===== src/hdl/mus_pkg.sv =====
// Package for the motion unit scaling block: parameter addresses, factory values, timing.
package mus_pkg;

    // ------------------------------------------------------------------
    // Parameter addresses
    // ------------------------------------------------------------------
    localparam logic [15:0] MUS_ADDR_POS_DEN = 16'h060E;
    localparam logic [15:0] MUS_ADDR_POS_NUM = 16'h0610;
    localparam logic [15:0] MUS_ADDR_VEL_DEN = 16'h0642;
    localparam logic [15:0] MUS_ADDR_VEL_NUM = 16'h0644;
    localparam logic [15:0] MUS_ADDR_RMP_DEN = 16'h0660;
    localparam logic [15:0] MUS_ADDR_RMP_NUM = 16'h0662;

    // ------------------------------------------------------------------
    // Factory values and limits
    // ------------------------------------------------------------------
    localparam logic [31:0] MUS_POS_DEN_RST = 32'h0000_4000;
    localparam logic [31:0] MUS_POS_NUM_RST = 32'h0000_0001;
    localparam logic [31:0] MUS_VEL_DEN_RST = 32'h0000_0001;
    localparam logic [31:0] MUS_VEL_NUM_RST = 32'h0000_0001;
    localparam logic [31:0] MUS_RMP_DEN_RST = 32'h0000_0001;
    localparam logic [31:0] MUS_RMP_NUM_RST = 32'h0000_0001;
    localparam logic [31:0] MUS_VAL_MIN     = 32'h0000_0001;
    localparam logic [31:0] MUS_VAL_MAX     = 32'h7FFF_FFFF;
    // Ratio below 1/131072 means den > num * 131072, i.e. num shifted by 17.
    localparam int          MUS_SMALL_SHIFT = 17;
    // Movement range in position user units, applied only when the position ratio is below 1/131072.
    localparam logic signed [31:0] MUS_RANGE_MIN = -32'sd268435456;
    localparam logic signed [31:0] MUS_RANGE_MAX = 32'sd268435455;

    // ------------------------------------------------------------------
    // Divider timing: quotient bits per conversion
    // ------------------------------------------------------------------
    localparam int          MUS_DIV_STEPS   = 64;

    typedef enum logic [1:0] {
        MUS_Q_POS = 2'b00,
        MUS_Q_VEL = 2'b01,
        MUS_Q_RMP = 2'b10
    } mus_qty_t;

endpackage


===== src/hdl/mus_div_if.sv =====
// Interface between the scaling controller and the multiply-divide engine.
`timescale 1ns/1ps
interface mus_div_if;
    logic              start;
    logic signed [31:0] value;
    logic [31:0]       mulBy;
    logic [31:0]       divBy;
    logic              busy;
    logic              done;
    logic signed [63:0] result;

    modport ctrl (output start, output value, output mulBy, output divBy,
                  input busy, input done, input result);
    modport eng  (input start, input value, input mulBy, input divBy,
                  output busy, output done, output result);
endinterface


===== src/hdl/mus_muldiv.sv =====
// One-cycle signed multiply then sequential restoring divide: result = value * mulBy / divBy.
`timescale 1ns/1ps
module mus_muldiv
    import mus_pkg::*;
(
    input  wire logic core_clk,
    input  wire logic rst_n,
    mus_div_if.eng    dv
);
    logic [63:0] remReg,  remNext;
    logic [63:0] quoReg,  quoNext;
    logic [31:0] divReg,  divNext;
    logic        negReg,  negNext;
    logic [6:0]  cntReg,  cntNext;
    logic        busyReg, busyNext;
    logic        doneReg, doneNext;
    logic signed [63:0] resReg, resNext;
    logic [31:0] magIn;
    logic [64:0] trial;

    always_comb begin
        remNext  = remReg;
        quoNext  = quoReg;
        divNext  = divReg;
        negNext  = negReg;
        cntNext  = cntReg;
        busyNext = busyReg;
        doneNext = 1'b0;
        resNext  = resReg;
        magIn    = dv.value[31] ? 32'(-dv.value) : dv.value;
        trial    = {remReg, quoReg[63]} - {33'h0_0000_0000, divReg};
        if (!busyReg && dv.start) begin
            // The product fits in 63 bits since magIn is at most 2^31 and mulBy is below 2^32.
            quoNext  = 64'(magIn) * 64'(dv.mulBy);
            remNext  = 64'h0;
            divNext  = dv.divBy;
            negNext  = dv.value[31];
            cntNext  = 7'(MUS_DIV_STEPS);
            busyNext = 1'b1;
        end else if (busyReg) begin
            if (!trial[64]) begin
                remNext = trial[63:0];
                quoNext = {quoReg[62:0], 1'b1};
            end else begin
                remNext = {remReg[62:0], quoReg[63]};
                quoNext = {quoReg[62:0], 1'b0};
            end
            cntNext = cntReg - 7'h01;
            if (cntReg == 7'h01) begin
                busyNext = 1'b0;
                doneNext = 1'b1;
                resNext  = negReg ? -$signed(quoNext) : $signed(quoNext);
            end
        end
    end

    always_ff @(posedge core_clk or negedge rst_n) begin
        if (!rst_n) begin
            remReg  <= 64'h0;
            quoReg  <= 64'h0;
            divReg  <= 32'h0000_0001;
            negReg  <= 1'b0;
            cntReg  <= 7'h00;
            busyReg <= 1'b0;
            doneReg <= 1'b0;
            resReg  <= 64'sh0;
        end else begin
            remReg  <= remNext;
            quoReg  <= quoNext;
            divReg  <= divNext;
            negReg  <= negNext;
            cntReg  <= cntNext;
            busyReg <= busyNext;
            doneReg <= doneNext;
            resReg  <= resNext;
        end
    end

    assign dv.busy   = busyReg;
    assign dv.done   = doneReg;
    assign dv.result = resReg;
endmodule


===== src/hdl/mus_scaling.sv =====
// Motion unit scaling: scaling parameters, write guard and unit conversion.
`timescale 1ns/1ps
module mus_scaling
    import mus_pkg::*;
(
    input  wire logic               core_clk,
    input  wire logic               rst_n,
    // Parameter access.
    input  wire logic               parWrite,
    input  wire logic               parRead,
    input  wire logic [15:0]        parAddr,
    input  wire logic [31:0]        parWdata,
    output logic      [31:0]        parRdata,
    output logic                    parAck,
    output logic                    parRefused,
    // Persistent store: values restored after reset when valid.
    input  wire logic               storeValid,
    input  wire logic [31:0]        storePosNum,
    input  wire logic [31:0]        storePosDen,
    input  wire logic [31:0]        storeVelNum,
    input  wire logic [31:0]        storeVelDen,
    input  wire logic [31:0]        storeRmpNum,
    input  wire logic [31:0]        storeRmpDen,
    input  wire logic               powerStageOn,
    // Conversion request.
    input  wire logic               convReq,
    input  wire logic [1:0]         convQty,
    input  wire logic               convToUser,
    input  wire logic signed [31:0] convIn,
    output logic                    convReady,
    output logic                    convDone,
    output logic signed [31:0]      convOut,
    output logic                    convClipped,
    output logic                    scaleReady
);
    // ------------------------------------------------------------------
    // Parameter registers
    // ------------------------------------------------------------------
    typedef enum logic [1:0] {
        MUS_S_LOAD = 2'b00,
        MUS_S_IDLE = 2'b01,
        MUS_S_CONV = 2'b10
    } mus_state_t;

    mus_state_t  stateReg, stateNext;
    logic [31:0] posNumReg, posNumNext, posDenReg, posDenNext;
    logic [31:0] velNumReg, velNumNext, velDenReg, velDenNext;
    logic [31:0] rmpNumReg, rmpNumNext, rmpDenReg, rmpDenNext;
    // Committed ratios used by conversions.
    logic [31:0] cPosNumReg, cPosNumNext, cPosDenReg, cPosDenNext;
    logic [31:0] cVelNumReg, cVelNumNext, cVelDenReg, cVelDenNext;
    logic [31:0] cRmpNumReg, cRmpNumNext, cRmpDenReg, cRmpDenNext;
    logic [31:0] rdataReg, rdataNext;
    logic        ackReg, ackNext, refReg, refNext;
    logic signed [31:0] outReg, outNext;
    logic        doneReg, doneNext, clipReg, clipNext;
    logic        startReg, startNext;
    logic signed [31:0] valReg, valNext;
    logic [31:0] mulReg, mulNext, divReg, divNext;
    logic        clampReg, clampNext;
    logic        inRange, wrOk;
    logic [31:0] selNum, selDen;
    logic signed [63:0] res;

    mus_div_if dv();

    mus_muldiv u_muldiv (
        .core_clk (core_clk),
        .rst_n    (rst_n),
        .dv       (dv.eng)
    );

    assign dv.start = startReg;
    assign dv.value = valReg;
    assign dv.mulBy = mulReg;
    assign dv.divBy = divReg;

    // ------------------------------------------------------------------
    // Next-state logic
    // ------------------------------------------------------------------
    always_comb begin
        stateNext   = stateReg;
        posNumNext  = posNumReg;
        posDenNext  = posDenReg;
        velNumNext  = velNumReg;
        velDenNext  = velDenReg;
        rmpNumNext  = rmpNumReg;
        rmpDenNext  = rmpDenReg;
        cPosNumNext = cPosNumReg;
        cPosDenNext = cPosDenReg;
        cVelNumNext = cVelNumReg;
        cVelDenNext = cVelDenReg;
        cRmpNumNext = cRmpNumReg;
        cRmpDenNext = cRmpDenReg;
        rdataNext   = rdataReg;
        ackNext     = 1'b0;
        refNext     = 1'b0;
        outNext     = outReg;
        doneNext    = 1'b0;
        clipNext    = clipReg;
        startNext   = 1'b0;
        valNext     = valReg;
        mulNext     = mulReg;
        divNext     = divReg;
        clampNext   = clampReg;
        res         = dv.result;
        inRange     = (parWdata >= MUS_VAL_MIN) && (parWdata <= MUS_VAL_MAX);
        wrOk        = inRange && !powerStageOn;
        selNum      = 32'h0000_0001;
        selDen      = 32'h0000_0001;

        case (convQty)
            MUS_Q_POS: begin
                selNum = cPosNumReg;
                selDen = cPosDenReg;
            end
            MUS_Q_VEL: begin
                selNum = cVelNumReg;
                selDen = cVelDenReg;
            end
            default: begin
                selNum = cRmpNumReg;
                selDen = cRmpDenReg;
            end
        endcase

        case (stateReg)
            MUS_S_LOAD: begin
                // Restore and commit every ratio before any conversion runs.
                if (storeValid) begin
                    posNumNext = storePosNum;
                    posDenNext = storePosDen;
                    velNumNext = storeVelNum;
                    velDenNext = storeVelDen;
                    rmpNumNext = storeRmpNum;
                    rmpDenNext = storeRmpDen;
                end
                cPosNumNext = posNumNext;
                cPosDenNext = posDenNext;
                cVelNumNext = velNumNext;
                cVelDenNext = velDenNext;
                cRmpNumNext = rmpNumNext;
                cRmpDenNext = rmpDenNext;
                stateNext   = MUS_S_IDLE;
            end
            MUS_S_IDLE: begin
                if (parWrite) begin
                    ackNext = 1'b1;
                    refNext = !wrOk;
                    if (wrOk) begin
                        case (parAddr)
                            MUS_ADDR_POS_DEN: posDenNext = parWdata;
                            MUS_ADDR_VEL_DEN: velDenNext = parWdata;
                            MUS_ADDR_RMP_DEN: rmpDenNext = parWdata;
                            MUS_ADDR_POS_NUM: begin
                                posNumNext  = parWdata;
                                cPosNumNext = parWdata;
                                cPosDenNext = posDenReg;
                            end
                            MUS_ADDR_VEL_NUM: begin
                                velNumNext  = parWdata;
                                cVelNumNext = parWdata;
                                cVelDenNext = velDenReg;
                            end
                            MUS_ADDR_RMP_NUM: begin
                                rmpNumNext  = parWdata;
                                cRmpNumNext = parWdata;
                                cRmpDenNext = rmpDenReg;
                            end
                            default: refNext = 1'b1;
                        endcase
                    end
                end else if (parRead) begin
                    ackNext = 1'b1;
                    case (parAddr)
                        MUS_ADDR_POS_DEN: rdataNext = posDenReg;
                        MUS_ADDR_POS_NUM: rdataNext = posNumReg;
                        MUS_ADDR_VEL_DEN: rdataNext = velDenReg;
                        MUS_ADDR_VEL_NUM: rdataNext = velNumReg;
                        MUS_ADDR_RMP_DEN: rdataNext = rmpDenReg;
                        MUS_ADDR_RMP_NUM: rdataNext = rmpNumReg;
                        default: begin
                            rdataNext = 32'h0000_0000;
                            refNext   = 1'b1;
                        end
                    endcase
                end else if (convReq) begin
                    // Internal = user * num / den; user = internal * den / num.
                    mulNext   = convToUser ? selDen : selNum;
                    divNext   = convToUser ? selNum : selDen;
                    clampNext = (convQty == MUS_Q_POS) && !convToUser &&
                                ({32'h0, cPosDenReg} >
                                 ({32'h0, cPosNumReg} << MUS_SMALL_SHIFT)) &&
                                ((convIn > MUS_RANGE_MAX) || (convIn < MUS_RANGE_MIN));
                    // The bound is applied in user units before scaling, so the scaled
                    // result is the internal value of the range limit itself.
                    valNext   = convIn;
                    if (clampNext && (convIn > MUS_RANGE_MAX)) begin
                        valNext = MUS_RANGE_MAX;
                    end else if (clampNext) begin
                        valNext = MUS_RANGE_MIN;
                    end
                    startNext = 1'b1;
                    stateNext = MUS_S_CONV;
                end
            end
            MUS_S_CONV: begin
                if (dv.done) begin
                    doneNext  = 1'b1;
                    stateNext = MUS_S_IDLE;
                    clipNext  = clampReg;
                    if (res > 64'sh0000_0000_7FFF_FFFF) begin
                        outNext  = 32'sh7FFF_FFFF;
                        clipNext = 1'b1;
                    end else if (res < -64'sh0000_0000_8000_0000) begin
                        outNext  = -32'sh8000_0000;
                        clipNext = 1'b1;
                    end else begin
                        outNext  = res[31:0];
                    end
                end
            end
            default: stateNext = MUS_S_LOAD;
        endcase
    end

    // ------------------------------------------------------------------
    // Registers
    // ------------------------------------------------------------------
    always_ff @(posedge core_clk or negedge rst_n) begin
        if (!rst_n) begin
            stateReg   <= MUS_S_LOAD;
            posNumReg  <= MUS_POS_NUM_RST;
            posDenReg  <= MUS_POS_DEN_RST;
            velNumReg  <= MUS_VEL_NUM_RST;
            velDenReg  <= MUS_VEL_DEN_RST;
            rmpNumReg  <= MUS_RMP_NUM_RST;
            rmpDenReg  <= MUS_RMP_DEN_RST;
            cPosNumReg <= MUS_POS_NUM_RST;
            cPosDenReg <= MUS_POS_DEN_RST;
            cVelNumReg <= MUS_VEL_NUM_RST;
            cVelDenReg <= MUS_VEL_DEN_RST;
            cRmpNumReg <= MUS_RMP_NUM_RST;
            cRmpDenReg <= MUS_RMP_DEN_RST;
            rdataReg   <= 32'h0000_0000;
            ackReg     <= 1'b0;
            refReg     <= 1'b0;
            outReg     <= 32'sh0;
            doneReg    <= 1'b0;
            clipReg    <= 1'b0;
            startReg   <= 1'b0;
            valReg     <= 32'sh0;
            mulReg     <= 32'h0000_0001;
            divReg     <= 32'h0000_0001;
            clampReg   <= 1'b0;
        end else begin
            stateReg   <= stateNext;
            posNumReg  <= posNumNext;
            posDenReg  <= posDenNext;
            velNumReg  <= velNumNext;
            velDenReg  <= velDenNext;
            rmpNumReg  <= rmpNumNext;
            rmpDenReg  <= rmpDenNext;
            cPosNumReg <= cPosNumNext;
            cPosDenReg <= cPosDenNext;
            cVelNumReg <= cVelNumNext;
            cVelDenReg <= cVelDenNext;
            cRmpNumReg <= cRmpNumNext;
            cRmpDenReg <= cRmpDenNext;
            rdataReg   <= rdataNext;
            ackReg     <= ackNext;
            refReg     <= refNext;
            outReg     <= outNext;
            doneReg    <= doneNext;
            clipReg    <= clipNext;
            startReg   <= startNext;
            valReg     <= valNext;
            mulReg     <= mulNext;
            divReg     <= divNext;
            clampReg   <= clampNext;
        end
    end

    assign parRdata    = rdataReg;
    assign parAck      = ackReg;
    assign parRefused  = refReg;
    assign convOut     = outReg;
    assign convDone    = doneReg;
    assign convClipped = clipReg;
    assign scaleReady  = (stateReg != MUS_S_LOAD);
    assign convReady   = (stateReg == MUS_S_IDLE) && !parWrite && !parRead;
endmodule


===== config.mk =====
export PLATFORM = sky130hd
export DESIGN_NAME = mus_scaling
export DESIGN_NICKNAME = d
export VERILOG_FILES = /design/src/hdl/mus_pkg.sv /design/src/hdl/mus_div_if.sv /design/src/hdl/mus_muldiv.sv /design/src/hdl/mus_scaling.sv
export SDC_FILE = /design/constraint.sdc
export NUM_CORES = 2
export LEC_CHECK = 0
export BUFFER_PORTS_ARGS = -buffer_cell sky130_fd_sc_hd__buf_2
export CAP_MARGIN = 20
export CORE_MARGIN = 2
export CORE_UTILIZATION = 45
export DETAILED_ROUTE_END_ITERATION = 16
export HOLD_SLACK_MARGIN = 0.06
export SYNTH_ARGS = -nofsm -noshare
export SYNTH_HDL_FRONTEND = slang
export SYNTH_SLANG_ARGS = --single-unit

===== constraint.sdc =====
create_clock -name core_clk -period 9.8 [get_ports core_clk]
set_input_delay 1.96 -clock core_clk [delete_from_list [all_inputs] [get_ports core_clk]]
set_output_delay 1.96 -clock core_clk [all_outputs]
set_load 0.03 [all_outputs]

## Yosys cells after proc, flatten, opt, wreduce, memory -nomap -nowiden

Index checks and enable logic that the tools add are counted.

| storage, ports and cells | value |
|---|---|
| output and inout bits | 70 |
| register bits | 690 |
| bits of input ports | 282 |
| word-level logic and storage cells | 194 |

| operators by class | value |
|---|---|
| $lt $le $gt $ge | 7 |
| eq/ne operators | 23 |
| mux-type cells | 91 |
| reduce and logical (&&, ||, !) cells | 36 |
| bitwise operators | 3 |
| multipliers | 1 |
| $add $sub $neg | 4 |

Operator list:

| operator | count |
|---|---|
| 32-bit two-way mux | 40 |
| 32-bit case mux with 2 select lines | 11 |
| 64-bit two-way mux | 8 |
| 32-bit case mux with 6 select lines | 1 |
| 16-bit by 11-bit == test with 1-bit output (second input constant) | 6 |
| 65-bit by 32-bit subtractor with 65-bit output | 1 |
| 64-bit by 32-bit > comparator with 1-bit output (second input constant) | 1 |
| 64-bit by 32-bit less-than comparator with 1-bit output (second input constant) | 1 |
| 32-bit by 32-bit multiplier with 64-bit output | 1 |
| 64-bit negator | 1 |
| 32-bit by 49-bit > comparator with 1-bit output | 1 |
| 32-bit by 1-bit greater-or-equal comparator with 1-bit output (second input constant) | 1 |
| 32-bit by 29-bit > comparator with 1-bit output (second input constant) | 1 |
| 32-bit by 31-bit less-or-equal comparator with 1-bit output (second input constant) | 1 |
| 32-bit by 29-bit less-than comparator with 1-bit output (second input constant) | 1 |
| 32-bit negator | 1 |
| 4-bit AND reduction | 8 |
| 1-bit two-way mux | 24 |
| 5-bit AND reduction | 3 |
| 7-bit two-way mux | 2 |
| 2-bit by 1-bit inequality test with 1-bit output (second input constant) | 7 |
| 2-bit inequality test (second input constant) | 6 |
| 1-bit logical AND | 9 |
| 2-bit two-way mux | 4 |
| 13 further kinds | 25 |

## Longest topological paths before layout

| logic depth | value |
|---|---|
| word-level depth | 8 |
| mapped depth | 38 |
| mapped depth without buffers | 36 |

## Hierarchy

A second synthesis with hierarchy kept.

| second synthesis, totals | value |
|---|---|
| cell total of the unflattened synthesis | 7774 |
| area, all modules | 69968.4 um2 |

Modules (own cells, without submodules):

| module | cells an instance | times used | seq. area each (um2) | area an instance (um2) |
|---|---|---|---|---|
| mus_muldiv | 5276 | 1 | 5856.9 | 46849.9 |
| mus_scaling | 2498 | 1 | 11424.7 | 23118.4 |

## Least setup slack after synthesis

Ideal clock, no wire load.

| timing path | value |
|---|---|
| kind | reg2reg |
| start point | register valReg[6], in the netlist dv.value[6] |
| end point | register u_muldiv.quoReg[49] |
| required time | 9674 ps |
| data arrival time | 8816 ps |
| library setup time | 126 ps |
| period minus slack after synthesis | 8942 ps |
| setup slack | 858 ps |
| path buffers | 2 |
| cell stages (with the launch flop) | 33 |
| path through | dfrtp_1 -> or4_1 -> or3_1 -> nand2b_1 -> o31a_1 -> xor2_1 -> clkbuf_1 -> and2_1 -> fa_1 -> fa_1 -> inv_1 -> fa_1 -> fa_1 -> inv_1 -> fa_1 -> fa_1 -> fa_1 -> inv_1 -> fa_1 -> inv_1 -> ha_1 -> clkbuf_1 -> nand3_1 -> nor4_1 -> and3_1 -> nand3_1 -> a31oi_1 -> o22ai_1 -> nor2b_1 -> a21o_1 -> a21oi_1 -> mux2i_1 -> a221o_1 |

| on the way | value |
|---|---|
| word-level cells in the longest chain between the ends | 4 |

RTL lines:

| what | RTL line | RTL |
|---|---|---|
| start, declared | mus_scaling.sv:58 | `logic signed [31:0] valReg, valNext;` |
| start signal, assigned | mus_scaling.sv:277 | `valReg <= valNext;` |
| 32-bit negator | mus_muldiv.sv:30 | `magIn = dv.value[31] ? 32'(-dv.value) : dv.value;` |
| 32-bit two-way mux (*) | mus_muldiv.sv:30 |  |
| 32-bit by 32-bit multiplier with 64-bit output (*) | mus_muldiv.sv:34 | `quoNext = 64'(magIn) * 64'(dv.mulBy);` |
| 64-bit two-way mux (*) | mus_muldiv.sv:32 | `if (!busyReg && dv.start) begin` |
| end signal, assigned | mus_muldiv.sv:69 | `quoReg <= quoNext;` |
| end, declared | mus_muldiv.sv:11 | `logic [63:0] quoReg, quoNext;` |

Every way passes the cells marked *; elsewhere a longest branch is shown, timed or not.
A chain may end at the register's enable or synchronous reset.

## Final worst setup path

| timing path | value |
|---|---|
| start point | register valReg[13], in the netlist dv.value[13] |
| end point | register u_muldiv.quoReg[62] |

The elaborated chain is that of the path after synthesis.

==> run metrics <==
Post-Place Worst Slack -0.0132 ns; EDFF count, synth 0; via density per instance 5.55; critical path data arrival time 10.11 ns; Die Span X 397 um; most frequent CP cell fa_1; Root Buffer clkbuf_16; CP Capture Type flop; Mapped Area 69,400 sq um; CP peak stage delay 0.62 ns; Mapped Cells 7,751; First-pass DRT Iterations 7; Avg Cell Area, Syn 8.96 sq um; htree depth 3; Yosys Warn Count 0; detail-routed net length per standard cell 21.9 um; synth unique cells 79; Sink Count 690; Layout Utilization 0.500; initial antenna violation count 13; Hold Buf Count CTS 0; Initial Util 0.452; largest net degree at the start of global routing 154; Final GP Congestion 0.928; Port Buffers 351; detailed placement HPWL 166 mm; total number of vias 55,400; first-pass GRT wire length 343 mm; Final period util 0.967; final setup fails 0; Final nets 9,355; Clock transition at path regs 0.06 ns; R2R setup slack 0.33 ns; Num CTS Buffers 83; Seq/Total Area, Yosys 0.249; register bit total from synthesis 690; Worst Path Max Fanout 5; antenna viol nets, final 0; WL final 218 mm; max-slew violations 0; run status finished, final reports clean; clk_lat worst skew 0.73 ns; Crit-path slowest cell fa_1; number of global-route vias before repair 57,300; DRT iter0 DRCs 3,910; drt drc 0; die area 157,000 sq um; maxcap violations 0; setup ws final 0.325 ns; fmax 106 MHz; Worst-Margin Slew 1.23 ns; relative slew slack 0.171; layout cell share with drive strength beyond 1 0.113; Clock Tree Buf Depth 3; min-delay worst type reg2reg; Hold Vio Cnt, Final 0; hold slack 0.471 ns; Final Critical Period 9.47 ns; asr flop ratio synth 1.00; gr ovfl total 0; Die Ht 397 um; Most used DFF post-synth dfrtp_1; Syn-to-layout area delta 10.6%; Core Area 154,000 sq um; CTS tree built; Total GRT Usage 0.282; Critical Path RT 10.43 ns; crit start category flop; IO Count 352; Worst Skew 0.0705 ns; row count 144; crit path kind reg2reg; Syn Nets 9,244
synthesized netlist by cell type (96+ instances only):
| library cell | number | area, sq um |
|---|---|---|
| o21ai_0 | 639 | 3200 |
| fa_1 | 897 | 18000 |
| xor2_1 | 108 | 946 |
| ha_1 | 314 | 3930 |
| inv_1 | 986 | 3700 |
| nand2_1 | 1171 | 4400 |
| mux2_2 | 96 | 1080 |
| dfrtp_1 | 678 | 17000 |
| and2_1 | 622 | 3890 |
| nor2_1 | 237 | 890 |
| mux2i_1 | 180 | 1800 |
| clkbuf_1 | 458 | 1720 |
| a21oi_1 | 465 | 2330 |
cell usage in the layout (no fill, tap or decap), types with 19 or more instances in the layout:
cell and count:
xor2_1 100, nor2b_1 25, xnor2_1 74, mux2_2 96, clkbuf_16 84, a31oi_1 52, ha_1 313, nand3_1 47
buf_2 349, a22oi_1 51, nand4_1 24, clkbuf_1 19, or3_1 30, a21oi_1 463, a21o_1 53, nor2_1 233
o21ai_0 634, inv_1 985, mux2i_1 180, nor4_1 41, xnor2_2 20, nor3_1 33, buf_4 177, a211oi_1 29
a222oi_1 32, dfrtp_1 672, o31ai_1 26, fa_1 897, nand2_1 1170, and2_1 621
worst paths after layout:
path                              start                  end  cells after the start
max                        dv.value[13]  u_muldiv.quoReg[62]                     32
min                          divReg[31]  u_muldiv.divReg[31]                      2
max reg2reg                dv.value[13]  u_muldiv.quoReg[62]                     32
min reg2reg                  divReg[31]  u_muldiv.divReg[31]                      2
max in group asynchronous         rst_n        velDenReg[31]                      3
min in group asynchronous         rst_n         rmpDenReg[7]                      1
area by class of cell:
type,instances,area (sq um)
clock inverters,35,459
multi-input cells,5559,47100
diodes,4,10.0
flip-flops and latches,690,17300
fillers,14600,76900
clock buffers,118,2380
inverters,988,3710
well taps,2044,2560
repair buffers,540,3300
timing repair:
action                                  in CTS  in global routing
resized for setup                            1                 36
cloned                                       0                  1
pin swaps                                    0                  6
endpoints found under the setup margin       2                 27
buffers inserted                             0                  2
cells by family (layout without fill, tap and decap cells):
kind of cell               count (synthesis)  in the layout  synth area share
buffers and inverters                   1503           1681            0.0814
other                                      0              4                 0
AOI/OAI and AO/OA                       1521           1521             0.126
and+or+nand+nor                         2347           2347             0.161
muxes                                    276            276            0.0415
xor gates and xnor gates                 203            204            0.0256
DFF                                      690            690             0.249
adders and majority gates               1211           1211             0.315
worst max-delay path: cells and delay by family (launching register included):
| family | cells | cell delay [ns] |
|---|---|---|
| AO/OA/AOI/OAI | 6 | 1.48 |
| flip-flops | 1 | 0.44 |
| XOR/XNOR | 1 | 0.17 |
| buffers and inverters | 6 | 0.61 |
| adder cells (fa/ha/maj) | 9 | 4.44 |
| AND/OR/NAND/NOR | 10 | 2.29 |
through the flow:
stage,instances,setup TNS (ns),area [sq um]
2_1_floorplan,7751,0,69400
3_3_place_gp,9816,0,73700
3_5_place_dp,9817,-0.0132,73700
4_1_cts,9970,0,76500
5_1_grt,9975,-0.0971,76800
6_report,9978,0,76800
layer usage:
| layer | wire length, um | GRT usage | vias to the layer above | part of all wire |
|---|---|---|---|---|
| met4 | 8970 | 0.105 | 8 | 0.041 |
| met3 | 12900 | 0.0364 | 373 | 0.059 |
| met5 | 51 | 0 | - | 0.00023 |
| met1 | 90900 | 0.374 | 28000 | 0.42 |
| li1 | - | - | 25100 | - |
| met2 | 106000 | 0.470 | 1889 | 0.48 |
Power is not shown: default switching activity piles up to over one toggle a cycle in this logic, so the estimate is an artifact.
